File: src/hdl/bal_pkg.sv
package bal_pkg;

  // ==========================================================
  // Register map, byte addresses on the 32-bit slave
  // ==========================================================
  localparam int ADDR_W = 5;
  localparam logic [ADDR_W-1:0] OFS_DEST = 5'h00;
  localparam logic [ADDR_W-1:0] OFS_SRC = 5'h04;
  localparam logic [ADDR_W-1:0] OFS_IMM = 5'h08;
  localparam logic [ADDR_W-1:0] OFS_HIGH = 5'h0c;
  localparam logic [ADDR_W-1:0] OFS_FLAGS = 5'h10;
  localparam logic [ADDR_W-1:0] OFS_CMD = 5'h14;
  localparam logic [ADDR_W-1:0] OFS_STAT = 5'h18;
  localparam logic [ADDR_W-1:0] OFS_PROD = 5'h1c;

  // Reset values
  localparam logic [7:0] RST_BYTE = 8'h00;
  localparam logic [15:0] RST_PROD = 16'h0000;

  // Field positions
  localparam int STAT_BUSY_BIT = 0;
  localparam int CMD_LSB = 0;
  localparam int CMD_W = 5;

  // Execution lengths in core clocks
  localparam logic [1:0] CYC_SHORT = 2'h1;
  localparam logic [1:0] CYC_LONG = 2'h2;

  // ==========================================================
  // Types
  // ==========================================================
  typedef struct packed {
    logic h;
    logic s;
    logic v;
    logic n;
    logic z;
    logic c;
  } bal_flags_t;

  localparam bal_flags_t RST_FLAGS = 6'h00;

  typedef enum logic [4:0] {
    OP_SUM = 5'h00,
    OP_SUM_C = 5'h01,
    OP_WORD_ADD = 5'h02,
    OP_DIFF = 5'h03,
    OP_DIFF_IMM = 5'h04,
    OP_DIFF_B = 5'h05,
    OP_DIFF_B_IMM = 5'h06,
    OP_WORD_SUB = 5'h07,
    OP_AND = 5'h08,
    OP_AND_IMM = 5'h09,
    OP_OR = 5'h0a,
    OP_OR_IMM = 5'h0b,
    OP_XOR = 5'h0c,
    OP_INVERT = 5'h0d,
    OP_NEGATE = 5'h0e,
    OP_SET_MASK = 5'h0f,
    OP_CLR_MASK = 5'h10,
    OP_PLUS1 = 5'h11,
    OP_MINUS1 = 5'h12,
    OP_CHECK = 5'h13,
    OP_ZERO = 5'h14,
    OP_ONES = 5'h15,
    OP_MUL_U = 5'h16,
    OP_MUL_S = 5'h17,
    OP_MUL_SU = 5'h18,
    OP_MUL_FRAC = 5'h19
  } bal_op_t;

  typedef enum logic [1:0] {
    ST_IDLE = 2'b01,
    ST_RUN = 2'b10
  } bal_state_t;

  typedef struct packed {
    bal_op_t op;
    logic [7:0] d;
    logic [7:0] r;
    logic [7:0] k;
    logic [7:0] hi;
    bal_flags_t fl;
  } bal_req_t;

  typedef struct packed {
    logic [7:0] lo;
    logic [7:0] hi;
    logic [15:0] prod;
    logic wr_lo;
    logic wr_hi;
    logic wr_prod;
    bal_flags_t fl;
  } bal_res_t;

  function automatic logic [1:0] op_cycles(input bal_op_t op);
    case (op)
      OP_WORD_ADD, OP_WORD_SUB, OP_MUL_U, OP_MUL_S, OP_MUL_SU,
      OP_MUL_FRAC: op_cycles = CYC_LONG;
      default: op_cycles = CYC_SHORT;
    endcase
  endfunction

endpackage

File: src/hdl/bal_exec.sv
`timescale 1ns/1ns
module bal_exec (
  // Operation and operands
  input bal_pkg::bal_req_t req,
  // Outcome
  output bal_pkg::bal_res_t res
);
  import bal_pkg::*;

  // Returns {v, h, c, result}
  function automatic logic [10:0] add8(input logic [7:0] a,
    input logic [7:0] b, input logic cin);
    logic [8:0] s;
    logic [4:0] hs;
    logic v;
    s = {1'b0, a} + {1'b0, b} + {8'h00, cin};
    hs = {1'b0, a[3:0]} + {1'b0, b[3:0]} + {4'h0, cin};
    v = (a[7] == b[7]) && (s[7] != a[7]);
    add8 = {v, hs[4], s[8], s[7:0]};
  endfunction

  // Returns {v, h, borrow, result}
  function automatic logic [10:0] sub8(input logic [7:0] a,
    input logic [7:0] b, input logic cin);
    logic [8:0] s;
    logic [4:0] hs;
    logic v;
    s = {1'b0, a} - {1'b0, b} - {8'h00, cin};
    hs = {1'b0, a[3:0]} - {1'b0, b[3:0]} - {4'h0, cin};
    v = (a[7] != b[7]) && (s[7] != a[7]);
    sub8 = {v, hs[4], s[8], s[7:0]};
  endfunction

  logic [10:0] ar;
  logic [15:0] w;
  logic [15:0] p;
  logic [16:0] ps;
  logic logic_op;

  always_comb
  begin
    res = '0;
    res.fl = req.fl;
    ar = '0;
    w = '0;
    p = '0;
    ps = '0;
    logic_op = 1'b0;
    unique case (req.op)
      OP_SUM, OP_SUM_C: // RQ1
        ar = add8(req.d, req.r, (req.op == OP_SUM_C) & req.fl.c);
      OP_DIFF, OP_DIFF_IMM: // RQ3
        ar = sub8(req.d, (req.op == OP_DIFF) ? req.r : req.k, 1'b0);
      OP_DIFF_B, OP_DIFF_B_IMM: // RQ4
        ar = sub8(req.d, (req.op == OP_DIFF_B) ? req.r : req.k,
          req.fl.c);
      OP_NEGATE: // RQ9
        ar = sub8(8'h00, req.d, 1'b0);
      default: ar = '0;
    endcase
    unique case (req.op)
      OP_SUM, OP_SUM_C, OP_DIFF, OP_DIFF_IMM, OP_DIFF_B,
      OP_DIFF_B_IMM, OP_NEGATE:
      begin
        res.lo = ar[7:0];
        res.wr_lo = 1'b1;
        res.fl.c = ar[8];
        res.fl.h = ar[9];
        res.fl.v = ar[10];
        res.fl.z = (ar[7:0] == 8'h00); // RQ16
        res.fl.n = ar[7];
      end
      OP_WORD_ADD, OP_WORD_SUB:
      begin
        // 16-bit wrap on the register pair
        if (req.op == OP_WORD_ADD)
        begin
          w = {req.hi, req.d} + {8'h00, req.k}; // RQ2 RQ17
          res.fl.v = ~req.hi[7] & w[15];
          res.fl.c = ~w[15] & req.hi[7];
        end
        else
        begin
          w = {req.hi, req.d} - {8'h00, req.k}; // RQ5 RQ17
          res.fl.v = req.hi[7] & ~w[15];
          res.fl.c = w[15] & ~req.hi[7];
        end
        res.lo = w[7:0];
        res.hi = w[15:8];
        res.wr_lo = 1'b1;
        res.wr_hi = 1'b1;
        res.fl.z = (w == 16'h0000);
        res.fl.n = w[15];
        res.fl.s = w[15] ^ res.fl.v; // RQ16
      end
      OP_AND, OP_AND_IMM, OP_CHECK, OP_CLR_MASK:
      begin
        logic_op = 1'b1;
        if (req.op == OP_AND) res.lo = req.d & req.r; // RQ6
        else if (req.op == OP_AND_IMM) res.lo = req.d & req.k;
        else if (req.op == OP_CHECK) res.lo = req.d & req.d; // RQ12
        else res.lo = req.d & (8'hff - req.k); // RQ10
      end
      OP_OR, OP_OR_IMM, OP_SET_MASK, OP_XOR, OP_ZERO:
      begin
        logic_op = 1'b1;
        if (req.op == OP_OR) res.lo = req.d | req.r; // RQ7
        else if (req.op == OP_XOR) res.lo = req.d ^ req.r;
        else if (req.op == OP_ZERO) res.lo = req.d ^ req.d; // RQ13
        else res.lo = req.d | req.k; // RQ10
      end
      OP_INVERT:
      begin
        res.lo = 8'hff - req.d; // RQ8
        res.wr_lo = 1'b1;
        res.fl.c = 1'b1;
        res.fl.v = 1'b0;
        res.fl.z = (res.lo == 8'h00);
        res.fl.n = res.lo[7];
      end
      OP_PLUS1, OP_MINUS1:
      begin
        // Carry is left alone so multi-byte loops can count
        res.lo = (req.op == OP_PLUS1) ? req.d + 8'h01
          : req.d - 8'h01; // RQ11
        res.wr_lo = 1'b1;
        res.fl.v = (req.op == OP_PLUS1) ? (res.lo == 8'h80)
          : (res.lo == 8'h7f);
        res.fl.z = (res.lo == 8'h00);
        res.fl.n = res.lo[7];
      end
      OP_ONES:
      begin
        res.lo = 8'hff; // RQ13
        res.wr_lo = 1'b1;
      end
      OP_MUL_U, OP_MUL_S, OP_MUL_SU, OP_MUL_FRAC:
      begin
        if (req.op == OP_MUL_S)
          p = 16'($signed(req.d) * $signed(req.r)); // RQ14
        else if (req.op == OP_MUL_SU)
        begin
          ps = 17'($signed({req.d[7], req.d})
            * $signed({1'b0, req.r}));
          p = ps[15:0];
        end
        else
          p = {8'h00, req.d} * {8'h00, req.r};
        res.fl.c = p[15];
        res.prod = (req.op == OP_MUL_FRAC) ? {p[14:0], 1'b0} : p; // RQ15
        res.wr_prod = 1'b1;
        res.fl.z = (res.prod == 16'h0000);
      end
      default:
      begin
        res.wr_lo = 1'b0;
      end
    endcase
    if (logic_op)
    begin
      res.wr_lo = 1'b1;
      res.fl.v = 1'b0;
      res.fl.z = (res.lo == 8'h00);
      res.fl.n = res.lo[7];
    end
  end

endmodule

File: src/hdl/bal_top.sv
// Summary of operation
// RQ1 - Add stores dest plus source, plus carry in carry form, ZCNVH, 1 cycle.
// RQ2 - Word add adds the immediate to the high:low pair, ZCNVS, 2 cycles.
// RQ3 - Subtract stores dest minus register or immediate, ZCNVH, 1 cycle.
// RQ4 - Subtract with borrow also takes off the carry, ZCNVH, 1 cycle.
// RQ5 - Word subtract takes the immediate from the pair, ZCNVS, 2 cycles.
// RQ6 - AND with register or immediate sets only Z N V, 1 cycle.
// RQ7 - OR and XOR with register or immediate set Z N V, 1 cycle; the code has XOR with register only.
// RQ8 - Invert stores 0xff minus dest, sets Z C N V, 1 cycle.
// RQ9 - Negate stores 0x00 minus dest, sets Z C N V H, 1 cycle.
// RQ10 - Mask set ORs mask in, clear ANDs 0xff minus mask, ZNV, 1 cycle.
// RQ11 - Plus one and minus one set Z N V, keep carry, 1 cycle.
// RQ12 - Check ANDs dest with itself, value kept, Z N V updated, 1 cycle.
// RQ13 - Zero fill XORs dest with itself, ZNV; ones fill loads 0xff only.
// RQ14 - Multiplies write the 16-bit product pair, Z C, 2 cycles.
// RQ15 - Fractional multiply writes product shifted left once, Z C, 2 cycles.
// RQ16 - Z all-zero, N top bit, V two's overflow, H from bit 3, S is N xor V.
// RQ17 - Bytes wrap at 256, words at 65536, unlisted flags keep their value.
//
// The Avalon-MM register port and the placing of the registers were decided locally.
`timescale 1ns/1ns
module bal_top (
  // Clock and reset
  input wire logic CORE_CLK,
  input wire logic RST,
  // Avalon-MM slave
  input wire logic [bal_pkg::ADDR_W-1:0] AVS_ADDRESS,
  input wire logic AVS_READ,
  input wire logic AVS_WRITE,
  input wire logic [31:0] AVS_WRITEDATA,
  input wire logic [3:0] AVS_BYTEENABLE,
  output logic [31:0] AVS_READDATA,
  output logic AVS_WAITREQUEST,
  // Status toward the core
  output logic [7:0] ALU_FLAGS,
  output logic ALU_BUSY
);
  import bal_pkg::*;

  // ==========================================================
  // State
  // ==========================================================
  bal_state_t state_q, state_d;
  logic [1:0] cnt_q, cnt_d;
  bal_op_t op_q, op_d;
  logic [7:0] dst_q, dst_d;
  logic [7:0] src_q, src_d;
  logic [7:0] imm_q, imm_d;
  logic [7:0] whi_q, whi_d;
  logic [15:0] prod_q, prod_d;
  bal_flags_t flags_q, flags_d;
  logic rd_ack_q, rd_ack_d;
  logic [31:0] rdata_q, rdata_d;

  bal_req_t req;
  bal_res_t res;
  logic wr_ok;
  logic start;
  logic commit;
  logic [15:0] word_q;

  assign word_q = {whi_q, dst_q};

  // ==========================================================
  // Bus handshake
  // ==========================================================
  // Writes stall while an operation runs so operands stay stable
  assign AVS_WAITREQUEST = (AVS_READ & ~rd_ack_q)
    | (AVS_WRITE & (state_q != ST_IDLE));
  assign wr_ok = AVS_WRITE & (state_q == ST_IDLE) & AVS_BYTEENABLE[0];
  assign start = wr_ok & (AVS_ADDRESS == OFS_CMD);
  assign commit = (state_q == ST_RUN) & (cnt_q == CYC_SHORT);
  assign AVS_READDATA = rdata_q;
  assign ALU_FLAGS = {2'b00, flags_q};
  assign ALU_BUSY = (state_q == ST_RUN);

  always_comb
  begin
    rd_ack_d = AVS_READ & ~rd_ack_q;
    rdata_d = rdata_q;
    if (AVS_READ & ~rd_ack_q)
    begin
      unique case (AVS_ADDRESS)
        OFS_DEST: rdata_d = {24'h000000, dst_q};
        OFS_SRC: rdata_d = {24'h000000, src_q};
        OFS_IMM: rdata_d = {24'h000000, imm_q};
        OFS_HIGH: rdata_d = {24'h000000, whi_q};
        OFS_FLAGS: rdata_d = {26'h0000000, flags_q};
        OFS_CMD: rdata_d = {27'h0000000, op_q};
        OFS_STAT: rdata_d = {31'h00000000, ALU_BUSY};
        OFS_PROD: rdata_d = {16'h0000, prod_q};
        default: rdata_d = 32'h00000000;
      endcase
    end
  end

  always_ff @(posedge CORE_CLK)
  begin
    if (RST)
    begin
      rd_ack_q <= 1'b0;
      rdata_q <= 32'h00000000;
    end
    else
    begin
      rd_ack_q <= rd_ack_d;
      rdata_q <= rdata_d;
    end
  end

  // ==========================================================
  // Datapath
  // ==========================================================
  assign req = '{op: op_q, d: dst_q, r: src_q, k: imm_q, hi: whi_q,
    fl: flags_q};

  bal_exec u_exec (
    .req(req),
    .res(res)
  );

  always_comb
  begin
    state_d = state_q;
    cnt_d = cnt_q;
    op_d = op_q;
    dst_d = dst_q;
    src_d = src_q;
    imm_d = imm_q;
    whi_d = whi_q;
    prod_d = prod_q;
    flags_d = flags_q;
    unique case (state_q)
      ST_IDLE:
      begin
        if (wr_ok)
        begin
          unique case (AVS_ADDRESS)
            OFS_DEST: dst_d = AVS_WRITEDATA[7:0];
            OFS_SRC: src_d = AVS_WRITEDATA[7:0];
            OFS_IMM: imm_d = AVS_WRITEDATA[7:0];
            OFS_HIGH: whi_d = AVS_WRITEDATA[7:0];
            OFS_FLAGS: flags_d = AVS_WRITEDATA[5:0];
            default: dst_d = dst_q;
          endcase
        end
        if (start)
        begin
          op_d = bal_op_t'(AVS_WRITEDATA[CMD_LSB +: CMD_W]);
          cnt_d = op_cycles(op_d); // RQ2 RQ5 RQ14 RQ15
          state_d = ST_RUN;
        end
      end
      ST_RUN:
      begin
        cnt_d = cnt_q - 2'h1;
        if (commit)
        begin
          // Unlisted flags come back unchanged from the unit
          flags_d = res.fl; // RQ17
          if (res.wr_lo) dst_d = res.lo;
          if (res.wr_hi) whi_d = res.hi;
          if (res.wr_prod) prod_d = res.prod;
          state_d = ST_IDLE;
        end
      end
    endcase
  end

  always_ff @(posedge CORE_CLK)
  begin
    if (RST)
    begin
      state_q <= ST_IDLE;
      cnt_q <= 2'h0;
      op_q <= OP_SUM;
      dst_q <= RST_BYTE;
      src_q <= RST_BYTE;
      imm_q <= RST_BYTE;
      whi_q <= RST_BYTE;
      prod_q <= RST_PROD;
      flags_q <= RST_FLAGS;
    end
    else
    begin
      state_q <= state_d;
      cnt_q <= cnt_d;
      op_q <= op_d;
      dst_q <= dst_d;
      src_q <= src_d;
      imm_q <= imm_d;
      whi_q <= whi_d;
      prod_q <= prod_d;
      flags_q <= flags_d;
    end
  end

  // ==========================================================
  // Checks
  // ==========================================================
  a_short_op_time: assert property (@(posedge CORE_CLK) // RQ1
    disable iff (RST)
    start && (op_cycles(op_d) == CYC_SHORT) |=> ALU_BUSY ##1 !ALU_BUSY)
    else $error("one-cycle operation took wrong time");

  a_long_op_time: assert property (@(posedge CORE_CLK) // RQ14
    disable iff (RST)
    start && (op_cycles(op_d) == CYC_LONG)
    |=> ALU_BUSY [*2] ##1 !ALU_BUSY)
    else $error("two-cycle operation took wrong time");

  a_carry_sum: assert property (@(posedge CORE_CLK) // RQ1
    disable iff (RST)
    commit && (op_q == OP_SUM_C) |=> dst_q == 8'($past(dst_q)
      + $past(src_q) + {7'h00, $past(flags_q.c)}))
    else $error("sum with carry value wrong");

  a_word_sum: assert property (@(posedge CORE_CLK) // RQ2
    disable iff (RST)
    commit && (op_q == OP_WORD_ADD)
    |=> word_q == 16'($past(word_q) + {8'h00, $past(imm_q)})
      && flags_q.s == (flags_q.n ^ flags_q.v))
    else $error("word add value or sign flag wrong");

  a_borrow_flag: assert property (@(posedge CORE_CLK) // RQ4
    disable iff (RST)
    commit && (op_q == OP_DIFF_B)
    |=> flags_q.c == ({1'b0, $past(dst_q)}
      < {1'b0, $past(src_q)} + {8'h00, $past(flags_q.c)}))
    else $error("borrow flag wrong");

  a_logic_flags: assert property (@(posedge CORE_CLK) // RQ6
    disable iff (RST)
    commit && (op_q == OP_AND)
    |=> !flags_q.v && $stable(flags_q.c) && $stable(flags_q.h))
    else $error("logic op touched wrong flags");

  a_invert_carry: assert property (@(posedge CORE_CLK) // RQ8
    disable iff (RST)
    commit && (op_q == OP_INVERT)
    |=> flags_q.c && (dst_q == ~$past(dst_q)))
    else $error("invert result or carry wrong");

  a_negate_carry: assert property (@(posedge CORE_CLK) // RQ9
    disable iff (RST)
    commit && (op_q == OP_NEGATE)
    |=> flags_q.c == (dst_q != 8'h00) && dst_q == 8'(-$past(dst_q)))
    else $error("negate result or carry wrong");

  a_step_keeps_c: assert property (@(posedge CORE_CLK) // RQ11
    disable iff (RST)
    commit && (op_q == OP_PLUS1 || op_q == OP_MINUS1)
    |=> $stable(flags_q.c))
    else $error("step changed carry");

  a_ones_no_flag: assert property (@(posedge CORE_CLK) // RQ13
    disable iff (RST)
    commit && (op_q == OP_ONES) |=> dst_q == 8'hff && $stable(flags_q))
    else $error("ones fill wrong");

  a_frac_product: assert property (@(posedge CORE_CLK) // RQ15
    disable iff (RST)
    commit && (op_q == OP_MUL_FRAC)
    |=> prod_q == 16'(({8'h00, $past(dst_q)}
      * {8'h00, $past(src_q)}) << 1))
    else $error("fractional product wrong");

endmodule

File: config.mk
export PLATFORM = sky130hd
export DESIGN_NAME = bal_top
export DESIGN_NICKNAME = d
export VERILOG_FILES = /design/src/hdl/bal_pkg.sv /design/src/hdl/bal_exec.sv /design/src/hdl/bal_top.sv
export SDC_FILE = /design/constraint.sdc
export NUM_CORES = 1
export LEC_CHECK = 0
export ABC_AREA = 1
export BUFFER_PORTS_ARGS = -buffer_cell sky130_fd_sc_hd__clkbuf_2
export CAP_MARGIN = 20
export CORE_MARGIN = 1
export CORE_UTILIZATION = 55
export DETAILED_ROUTE_END_ITERATION = 10
export PLACE_DENSITY = 0.76
export SLEW_MARGIN = 15
export SYNTH_ARGS = -nofsm -noshare
export SYNTH_HDL_FRONTEND = slang
export SYNTH_SLANG_ARGS = --single-unit
File: constraint.sdc
create_clock -name CORE_CLK -period 5.6 [get_ports CORE_CLK]
set_clock_uncertainty 0.2 [all_clocks]
set_input_delay 0.56 -clock CORE_CLK [delete_from_list [all_inputs] [get_ports CORE_CLK]]
set_output_delay 0.56 -clock CORE_CLK [all_outputs]
set_load 0.05 [all_outputs]
* Word level (Yosys, flattened, before mapping) *
Index checks and enable logic that the tools add are counted.

cells by class
  bitwise gates (word level) = 25
  $add $sub $neg = 19
  $mul = 3
  reduce and logical (&&, ||, !) cells = 36
  muxes and demuxes = 55
  equality and inequality tests = 63

operators by type and width
  operator             count
  $mux 8               18
  $pmux 16 s8          1
  $mux 16              7
  $eq 5x5->1 const B   18
  $pmux 8 s7           1
  $eq 5x4->1 const B   10
  $pmux 11 s4          1
  $and 8x8->8          4
  $logic_not 16->1     2
  $logic_not 8->1      4
  $mul 8x8->16         2
  $pmux 8 s2           2
  $eq 5x3->1 const B   6
  $reduce_and 4->1     7
  $mux 6               3
  $ne 2x1->1 const B   9
  $sub 8x8->9          2
  $add 16x8->16        1
  $mul 8x9->16         1
  $or 8x8->8           2
  $sub 16x8->16        1
  $sub 8x8->8 const A  2
  $xor 8x8->8          2
  $eq 5x2->1 const B   3
  other kinds (46)     92

storage, ports and cells
  register bits after elaboration = 96
  logic and storage cells = 217
  bits of input ports = 45
  output and inout bits = 42

* Depth between registers and ports, before layout *
Gate-level depths: netlist of run 1.

  word-level depth = 12
  depth in mapped cells = 32
  depth with buffers taken out = 31

* By module *
From an unflattened synthesis of run 1, not the netlist that was laid out.

unflattened totals
  cell total of the unflattened synthesis = 2557
  area total of the unflattened synthesis = 16037.9 µm²

by module, submodules not included
  module    instances  seq. area each (µm²)  area each (µm²)  cells each
  bal_exec  1          0.0                   12122.9          1985
  bal_top   1          1601.5                3915.0           572

* Worst setup path after synthesis of run 1 *
OpenSTA, ideal clock, no wires.

  path kind = register -> register
  from = reg dst_q[7]
  to = reg flags_q, in the netlist ALU_FLAGS[1]
  required time = 5330 ps
  setup slack = 485 ps
  clock period less this slack = 5115 ps
  arrival = 4845 ps
  buffers on the path = 2
  setup time = 70 ps
  cell stages (with the launch flop) = 28
  cells stage by stage = dfxtp_1 buf_2 clkbuf_1 nand2_1 fa_1 inv_1 fa_1 inv_1 fa_1 inv_1 fa_1 ha_1 a21o_1 nor2_1 nand2_1 nor2_1 inv_1 nand2_1 nand2_1 nand2_1 nand3_1 nand2_1 nand2_1 nor2_1 nand4_1 nand4_1 nand2_1 a21oi_1

on the way
  word-level cells in the longest chain between the ends = 10
  elaborated cells on any way between the ends = 47
  those cells by class = add/sub: 11; mul: 3; mux: 19; bitwise: 8; reduce/logical: 6

RTL lines
  what                                                 RTL line                          source
  start, declared                                      bal_top.sv:46                     logic [7:0] dst_q, dst_d;
  start signal, assigned                               bal_top.sv:189                    dst_q <= dst_d;
  $mul 8x9->16 / $mul 8x8->16 (equally long branches)  bal_exec.sv:144, bal_exec.sv:148
  $mux 16                                              bal_exec.sv:141                   else if (req.op == OP_MUL_SU)
  $mux 16                                              bal_exec.sv:139                   if (req.op == OP_MUL_S)
  $mux 16                                              bal_exec.sv:61                    unique case (req.op)
  $mux 16                                              bal_exec.sv:150                   res.prod = (req.op == OP_MUL_FRAC) ? {p[14:0], 1'b0} : p;
  $logic_not 16->1                                     bal_exec.sv:152                   res.fl.z = (res.prod == 16'h0000);
  $pmux 1 s5                                           bal_exec.sv:61
  $mux 3 *                                             bal_exec.sv:159                   if (logic_op)
  $mux 6 *                                             bal_top.sv:157                    if (commit)
  $pmux 6 s2 *                                         bal_top.sv:133                    unique case (state_q)
  end signal, assigned                                 bal_top.sv:194                    flags_q <= flags_d;
  end, declared                                        bal_top.sv:51                     bal_flags_t flags_q, flags_d;

Every way passes the cells marked *; elsewhere a longest branch is shown, timed or not. The select of a mux whose other input is x is not followed.
A chain may end at the register's enable or synchronous reset.

* Final worst setup path of run 1 *
Ends and elaborated chain as after synthesis.

==> results of run 1 <==
## worst register-to-register path: cells and delay by family, from the launching register on
family                   cells  cell delay (ns)
AO/OA/AOI/OAI                1             0.12
adder cells (fa/ha/maj)      5             2.34
buffers and inverters        6             0.49
flip-flops                   1             0.40
AND/OR/NAND/NOR             16             1.74
## final timing paths
check,start,endpoint
min reg2reg,AVS_READDATA[2],AVS_READDATA[2]
max reg2reg,dst_q[7],ALU_FLAGS[1]
min,AVS_READDATA[2],AVS_READDATA[2]
max,dst_q[7],ALU_FLAGS[1]
## per-layer routing
layer | vias to the layer above | part of all wire (%)
met2 | 842 | 42
met5 | - | 0
met1 | 7780 | 44
met4 | 0 | 2.9
met3 | 94 | 11
li1 | 7735 | -
## flip-flops by register name, summed over array words and instances, names as in the netlist
| name | cells |
|---|---|
| ALU_FLAGS | 6 |
| AVS_READDATA | 16 |
| cnt_q | 2 |
| dst_q | 8 |
| imm_q | 8 |
| op_q | 5 |
| prod_q | 16 |
| rd_ack_q | 1 |
| src_q | 8 |
| state_q | 2 |
| whi_q | 8 |
## cell type report
cell class / count / area [um2] / share of cell area [%]
Antenna cell: 1 / 2.50 / 0.0148
Clock buffer: 9 / 225 / 1.33
Clock inverter: 6 / 61.3 / 0.363
Inverter: 512 / 1920 / 11.4
Multi-Input combinational cell: 1750 / 11800 / 69.7
Sequential cell: 80 / 1650 / 9.75
Tap cell: 378 / 473 / 2.80
Timing Repair Buffer: 116 / 781 / 4.62
## placed cells by master, fill, tap and decap left out, types with 5 or more instances in the layout
cell type and count:
o2111ai_1 11, fa_1 122, o221ai_1 8, nor2_4 5
nor2_1 168, nand4_1 31, conb_1 18, o22ai_1 12
nor3_1 23, nand2_1 555, ha_4 5, o21ai_0 139
ha_1 171, o211ai_1 16, inv_1 487, xnor2_1 10
nand3b_1 8, buf_4 74, a21o_1 7, nor2_2 8
dfxtp_4 11, xor2_1 21, inv_2 21, a21oi_1 121
dfxtp_1 65, a221oi_1 9, nand3_1 178, clkbuf_16 9
nand2_2 7, clkbuf_2 41, a31oi_1 22, o21ai_1 22
o21bai_1 6
## cells by family after synthesis
| logic type | Yosys count |
|---|---|
| buffers and inverters | 598 |
| xor gates and xnor gates | 32 |
| DFF | 80 |
| other | 1 |
| AOI/OAI and AO/OA | 385 |
| adders and majority gates | 303 |
| muxes | 1 |
| and+or+nand+nor | 1011 |
## repair_timing
item | CTS | global route
buffers inserted | 0 | 4
setup endpoints to repair | 1 | 1
pin swaps | 0 | 5
resized for setup | 2 | 51
## power breakdown
group,switching [mW],leakage (nW),internal (mW)
clock network,0.245,0.141,0.341
registers,0.0490,0.659,0.595
logic,0.757,8.64,0.355
total,1.05,9.44,1.29
## per-stage QoR
step           setup TNS (ns)  setup slack [ns]  cells
2_1_floorplan               0             0.485   2428
3_3_place_gp                0            0.0316   2832
3_5_place_dp          -0.0323           -0.0323   2832
4_1_cts                     0            0.0209   2847
5_1_grt               -0.0324           -0.0324   2851
6_report                    0             0.231   2852
==> impl_results.md, run 1 <==
* GR Util met3 at 7.09%
* Worst setup EP type: flop
* Initial antenna violation count at 2
* Yosys warnings at 0
* Largest stage delay, worst path at 0.57 ns
* H-tree levels at 3
* Seq/Total Area, Yosys at 10.3%
* Global-route wire length before repair at 87600 um
* CTS clock-pin slew for the worst setup and hold paths at 0.07 ns
* Post-Syn Instances at 2411
* Cts hold-fix bufs at 0
* Worst path top cell family by delay: adder cells
* CTS tree: done
* Status: completed
* Post-DP HPWL at 48100 um
* Total Routing Usage GR at 40.4%
* Clock tree buffer depth at 2
* Largest family of logic cells by synthesized area: adder cells
* Final hold violations at 0
* Mapped cell area at 0.0156 mm2
* R2R cell count at 28
* Area contributors post-synth: fa_1 (16%), ha_1 (14%), nand2_1 (13%), inv_1 (12%), dfxtp_1 (10%)
* Die width at 170 um
* Vias per std cell at 5.77
* Area Growth Syn to Fin at 8.30%
* Critical Path AT at 5.45 ns
* Row count at 61
* CORE AREA at 0.0279 mm2
* Routed len/inst at 20.3 um
* Final Critical Period at 5.37 ns
* Total CTS buffers at 9
* Final Cell Area at 0.0169 mm2
* DRC errors left at 0
* CTS root buf: clkbuf_16
* DIE AREA at 0.0291 mm2
* Vias at 16500
* GPL Wtd Cong at 1.03
* Worst-path maximum fanout at 11
* Gr busiest metal: met2
* Iter 0 DRT Violations at 2016
* Crit path kind: flop to flop
* Static Leak at 9.44 nW
* Vias in the first global route at 15000
* Critical path launch point type: flop
* Final wirelength at 57900 um
* Buffers & Inverters on Critical Path at 6
* Yosys top cell by area: fa_1
* Die Y at 170 um
* Hold_ws at 0.265 ns
* Most common cell on crit path: nand2_1
* Met1 usage at 59.2%
* Max Cap Violations at 0
* R2R setup slack at 0.23 ns
* Final period util at 95.9%
* Worst slew pin tran at 1.01 ns
* Top cell type's share of synthesized area at 15.8%
* Post-Synth Simple-Gate Area at 28.1%
* Clock sink count at 80
* Total gr overflow at 0
* Area after DPL at 0.0164 mm2
* Synthesized area per cell at 6.47 um2
* Final setup viols at 0
* Worst skew pair latency at 0.35 ns
* Final Net Count at 2817
* Most common cell in the netlist: nand2_1
* Hold path cells at 2
* Xor and xnor area share after synthesis at 1.80%
* Port Buf Inserts at 41
* Hold Path Class: flop to flop
* Worst vdd ir at 0.215 mV
* Yosys cell types at 56
* Share of cells above drive strength 1 at 9.18%
* Asr flop ratio synth at 0%
* Synth Area in Adders at 30.2%
* Max-slew violations at 0
* Post-synthesis compound-gate area fraction at 14.2%
* Post-synth EDFFs at 0
* Filler Cells Inserted at 2702
* Overall power at 2.34 mW
* Post-synth top cells: nand2_1 (557), inv_1 (489), ha_1 (180)
* PwrDens at 139 mW/mm2
* Proportion of synthesized area in mux cells at 0.0641%
* CP required at 5.68 ns
* Main synth FF type: dfxtp_1
* Pin count of the biggest net entering global routing at 48
* Synth Register Bits at 80
* Slew margin rel. at 32.3%
* Max Fclk at 186 MHz
* Levels on crit path at 28
* Final Core Density at 60.7%
* First-pass DRT Iterations at 8
* I/O Pins at 87
* CP max-delay cell: fa_1
* Initial Util at 56.0%
* DRT antenna net count at 0
* Met2 Usage GRT at 60.2%
(Power assumes the default switching activity.)
==> run 2, diff against run 1 <==
--- a/config.mk
+++ b/config.mk
@@ -9,9 +9,9 @@
 export BUFFER_PORTS_ARGS = -buffer_cell sky130_fd_sc_hd__clkbuf_2
 export CAP_MARGIN = 20
 export CORE_MARGIN = 1
-export CORE_UTILIZATION = 55
+export CORE_UTILIZATION = 35
 export DETAILED_ROUTE_END_ITERATION = 10
-export PLACE_DENSITY = 0.76
+export PLACE_DENSITY = 0.54
 export SLEW_MARGIN = 15
 export SYNTH_ARGS = -nofsm -noshare
 export SYNTH_HDL_FRONTEND = slang
==> impl_results.md, run 2 (synthesis gave the netlist of run 1 again) <==
* Area after DPL at 0.0171 mm2
* Worst setup EP type: flop
* DRC errors left at 0
* Iter 0 DRT Violations at 1300
* Hold Path Class: flop to flop
* Final period util at 94.0%
* Die width at 213 um
* Total CTS buffers at 9
* Gr busiest metal: met2
* CP max-delay cell: fa_1
* Final wirelength at 58700 um
* Met2 Usage GRT at 39.7%
* CTS root buf: clkbuf_16
* Initial antenna violation count at 1
* Final Worst Setup Slack at 0.334 ns
* Status: completed
* Overall power at 2.39 mW
* CP required at 5.69 ns
* Pin count of the biggest net entering global routing at 55
* Multi-input logic area at 0.0118 mm2
* Commonest non-fill, non-tap cell in the layout: nand2_1
* PwrDens at 136 mW/mm2
* Ant diodes at 0
* Largest stage delay, worst path at 0.52 ns
* Worst vdd ir at 0.131 mV
* Final Cell Area at 0.0176 mm2
* Routed len/inst at 18.8 um
* Critical path launch point type: flop
* Most common cell on crit path: nand2_1
* CTS clock-pin slew for the worst setup and hold paths at 0.07 ns
* Met1 usage at 37.9%
* Sum Neg Setup Slack at 0 ns
* Max-slew violations at 0
* Max Cap Violations at 0
* Area Growth Syn to Fin at 12.7%
* Post-Place Worst Slack at 0.0943 ns
* Crit path kind: flop to flop
* GR Util met3 at 4.77%
* Share of cells above drive strength 1 at 11.2%
* Clock tree buffer depth at 2
* Post-DP HPWL at 49400 um
* Final setup viols at 0
* Worst slew pin tran at 0.972 ns
* Max Fclk at 190 MHz
* Final Net Count at 2867
* Row count at 77
* Initial Util at 35.4%
* Placed cell count at 3096
* Vias in the first global route at 15300
* Global-route wire length before repair at 89300 um
* Finished Layout Cells at 3116
* FF+latch area at 0.00163 mm2
* Final hold violations at 0
* Worst skew pair latency at 0.35 ns
* I/O Pins at 87
* Worst-path maximum fanout at 10
* Filler Cells Inserted at 4813
* Critical Path AT at 5.36 ns
* Vias at 16200
* Vias per std cell at 5.19
* Slew margin rel. at 35.1%
* Final Critical Period at 5.27 ns
* First-pass DRT Iterations at 7
* Commonest cells after routing, fill and taps aside: nand2_1 (554), inv_1 (486), nand3_1 (177)
* H-tree levels at 3
* Port Buf Inserts at 41
* Die Y at 213 um
* Total Routing Usage GR at 26.2%
* DIE AREA at 0.0454 mm2
* GPL Wtd Cong at 1.03
* Clock sink count at 80
* Total gr overflow at 0
* Static Leak at 9.71 nW
* DRT antenna net count at 0
* CTS tree: done
* CORE AREA at 0.0441 mm2
==> run 2: final timing paths <==
path	from	endpoint	slack (ns)	cells after the start
min reg2reg	prod_q[14]	AVS_READDATA[14]	0.26	2
max reg2reg	dst_q[2]	ALU_FLAGS[1]	0.33	30
min	prod_q[14]	AVS_READDATA[14]	0.26	2
max	dst_q[2]	ALU_FLAGS[1]	0.33	30
==> run 2: repair_timing <==
action / 4_1_cts / 5_1_grt
endpoints found under the setup margin: 0 / 1
setup buffers: 0 / 3
hold buffers: 0 / 0
gates resized for setup: 0 / 51
==> run 2: layout make-up <==
type                       count  area share (%)
sequential                    80            9.25
clock inverter                 6           0.420
tap                          592            4.21
multi-input combinational   1750            67.1
timing repair buffer         166            6.72
inverter                     512            11.0
clock buffer                  10            1.36
==> run 2: report_power, final <==
part           switching, mW  internal, mW  total, mW
combinational          0.761         0.358       1.12
clock                  0.270         0.364      0.635
sequential            0.0439         0.597      0.640
==> run 2: worst max-delay path, delay by kind of cell (launching register included) <==
family / cells / cell delay [ns]
XOR/XNOR: 1 / 0.11
AO/OA/AOI/OAI: 1 / 0.11
flip-flops: 1 / 0.34
AND/OR/NAND/NOR: 14 / 1.23
buffers and inverters: 9 / 0.92
adder cells (fa/ha/maj): 5 / 2.27
==> run 2: metrics by stage <==
stage,utilization (%),hold slack (ns)
final,39.9,0.265
after global routing,39.9,0.292
after CTS,39.4,0.269
after detailed placement,38.7,0.260
after global placement,38.7,0.255
after floorplan,-,0.236
==> run 2: routing by layer <==
metal  wire length (um)  up-vias  share of wire [%]
met2              24900      612                 42
met4               1520        2                2.6
met1              27600     7611                 47
met5                  9        -              0.015
met3               4710       90                8.0
li1                   -     7843                  -
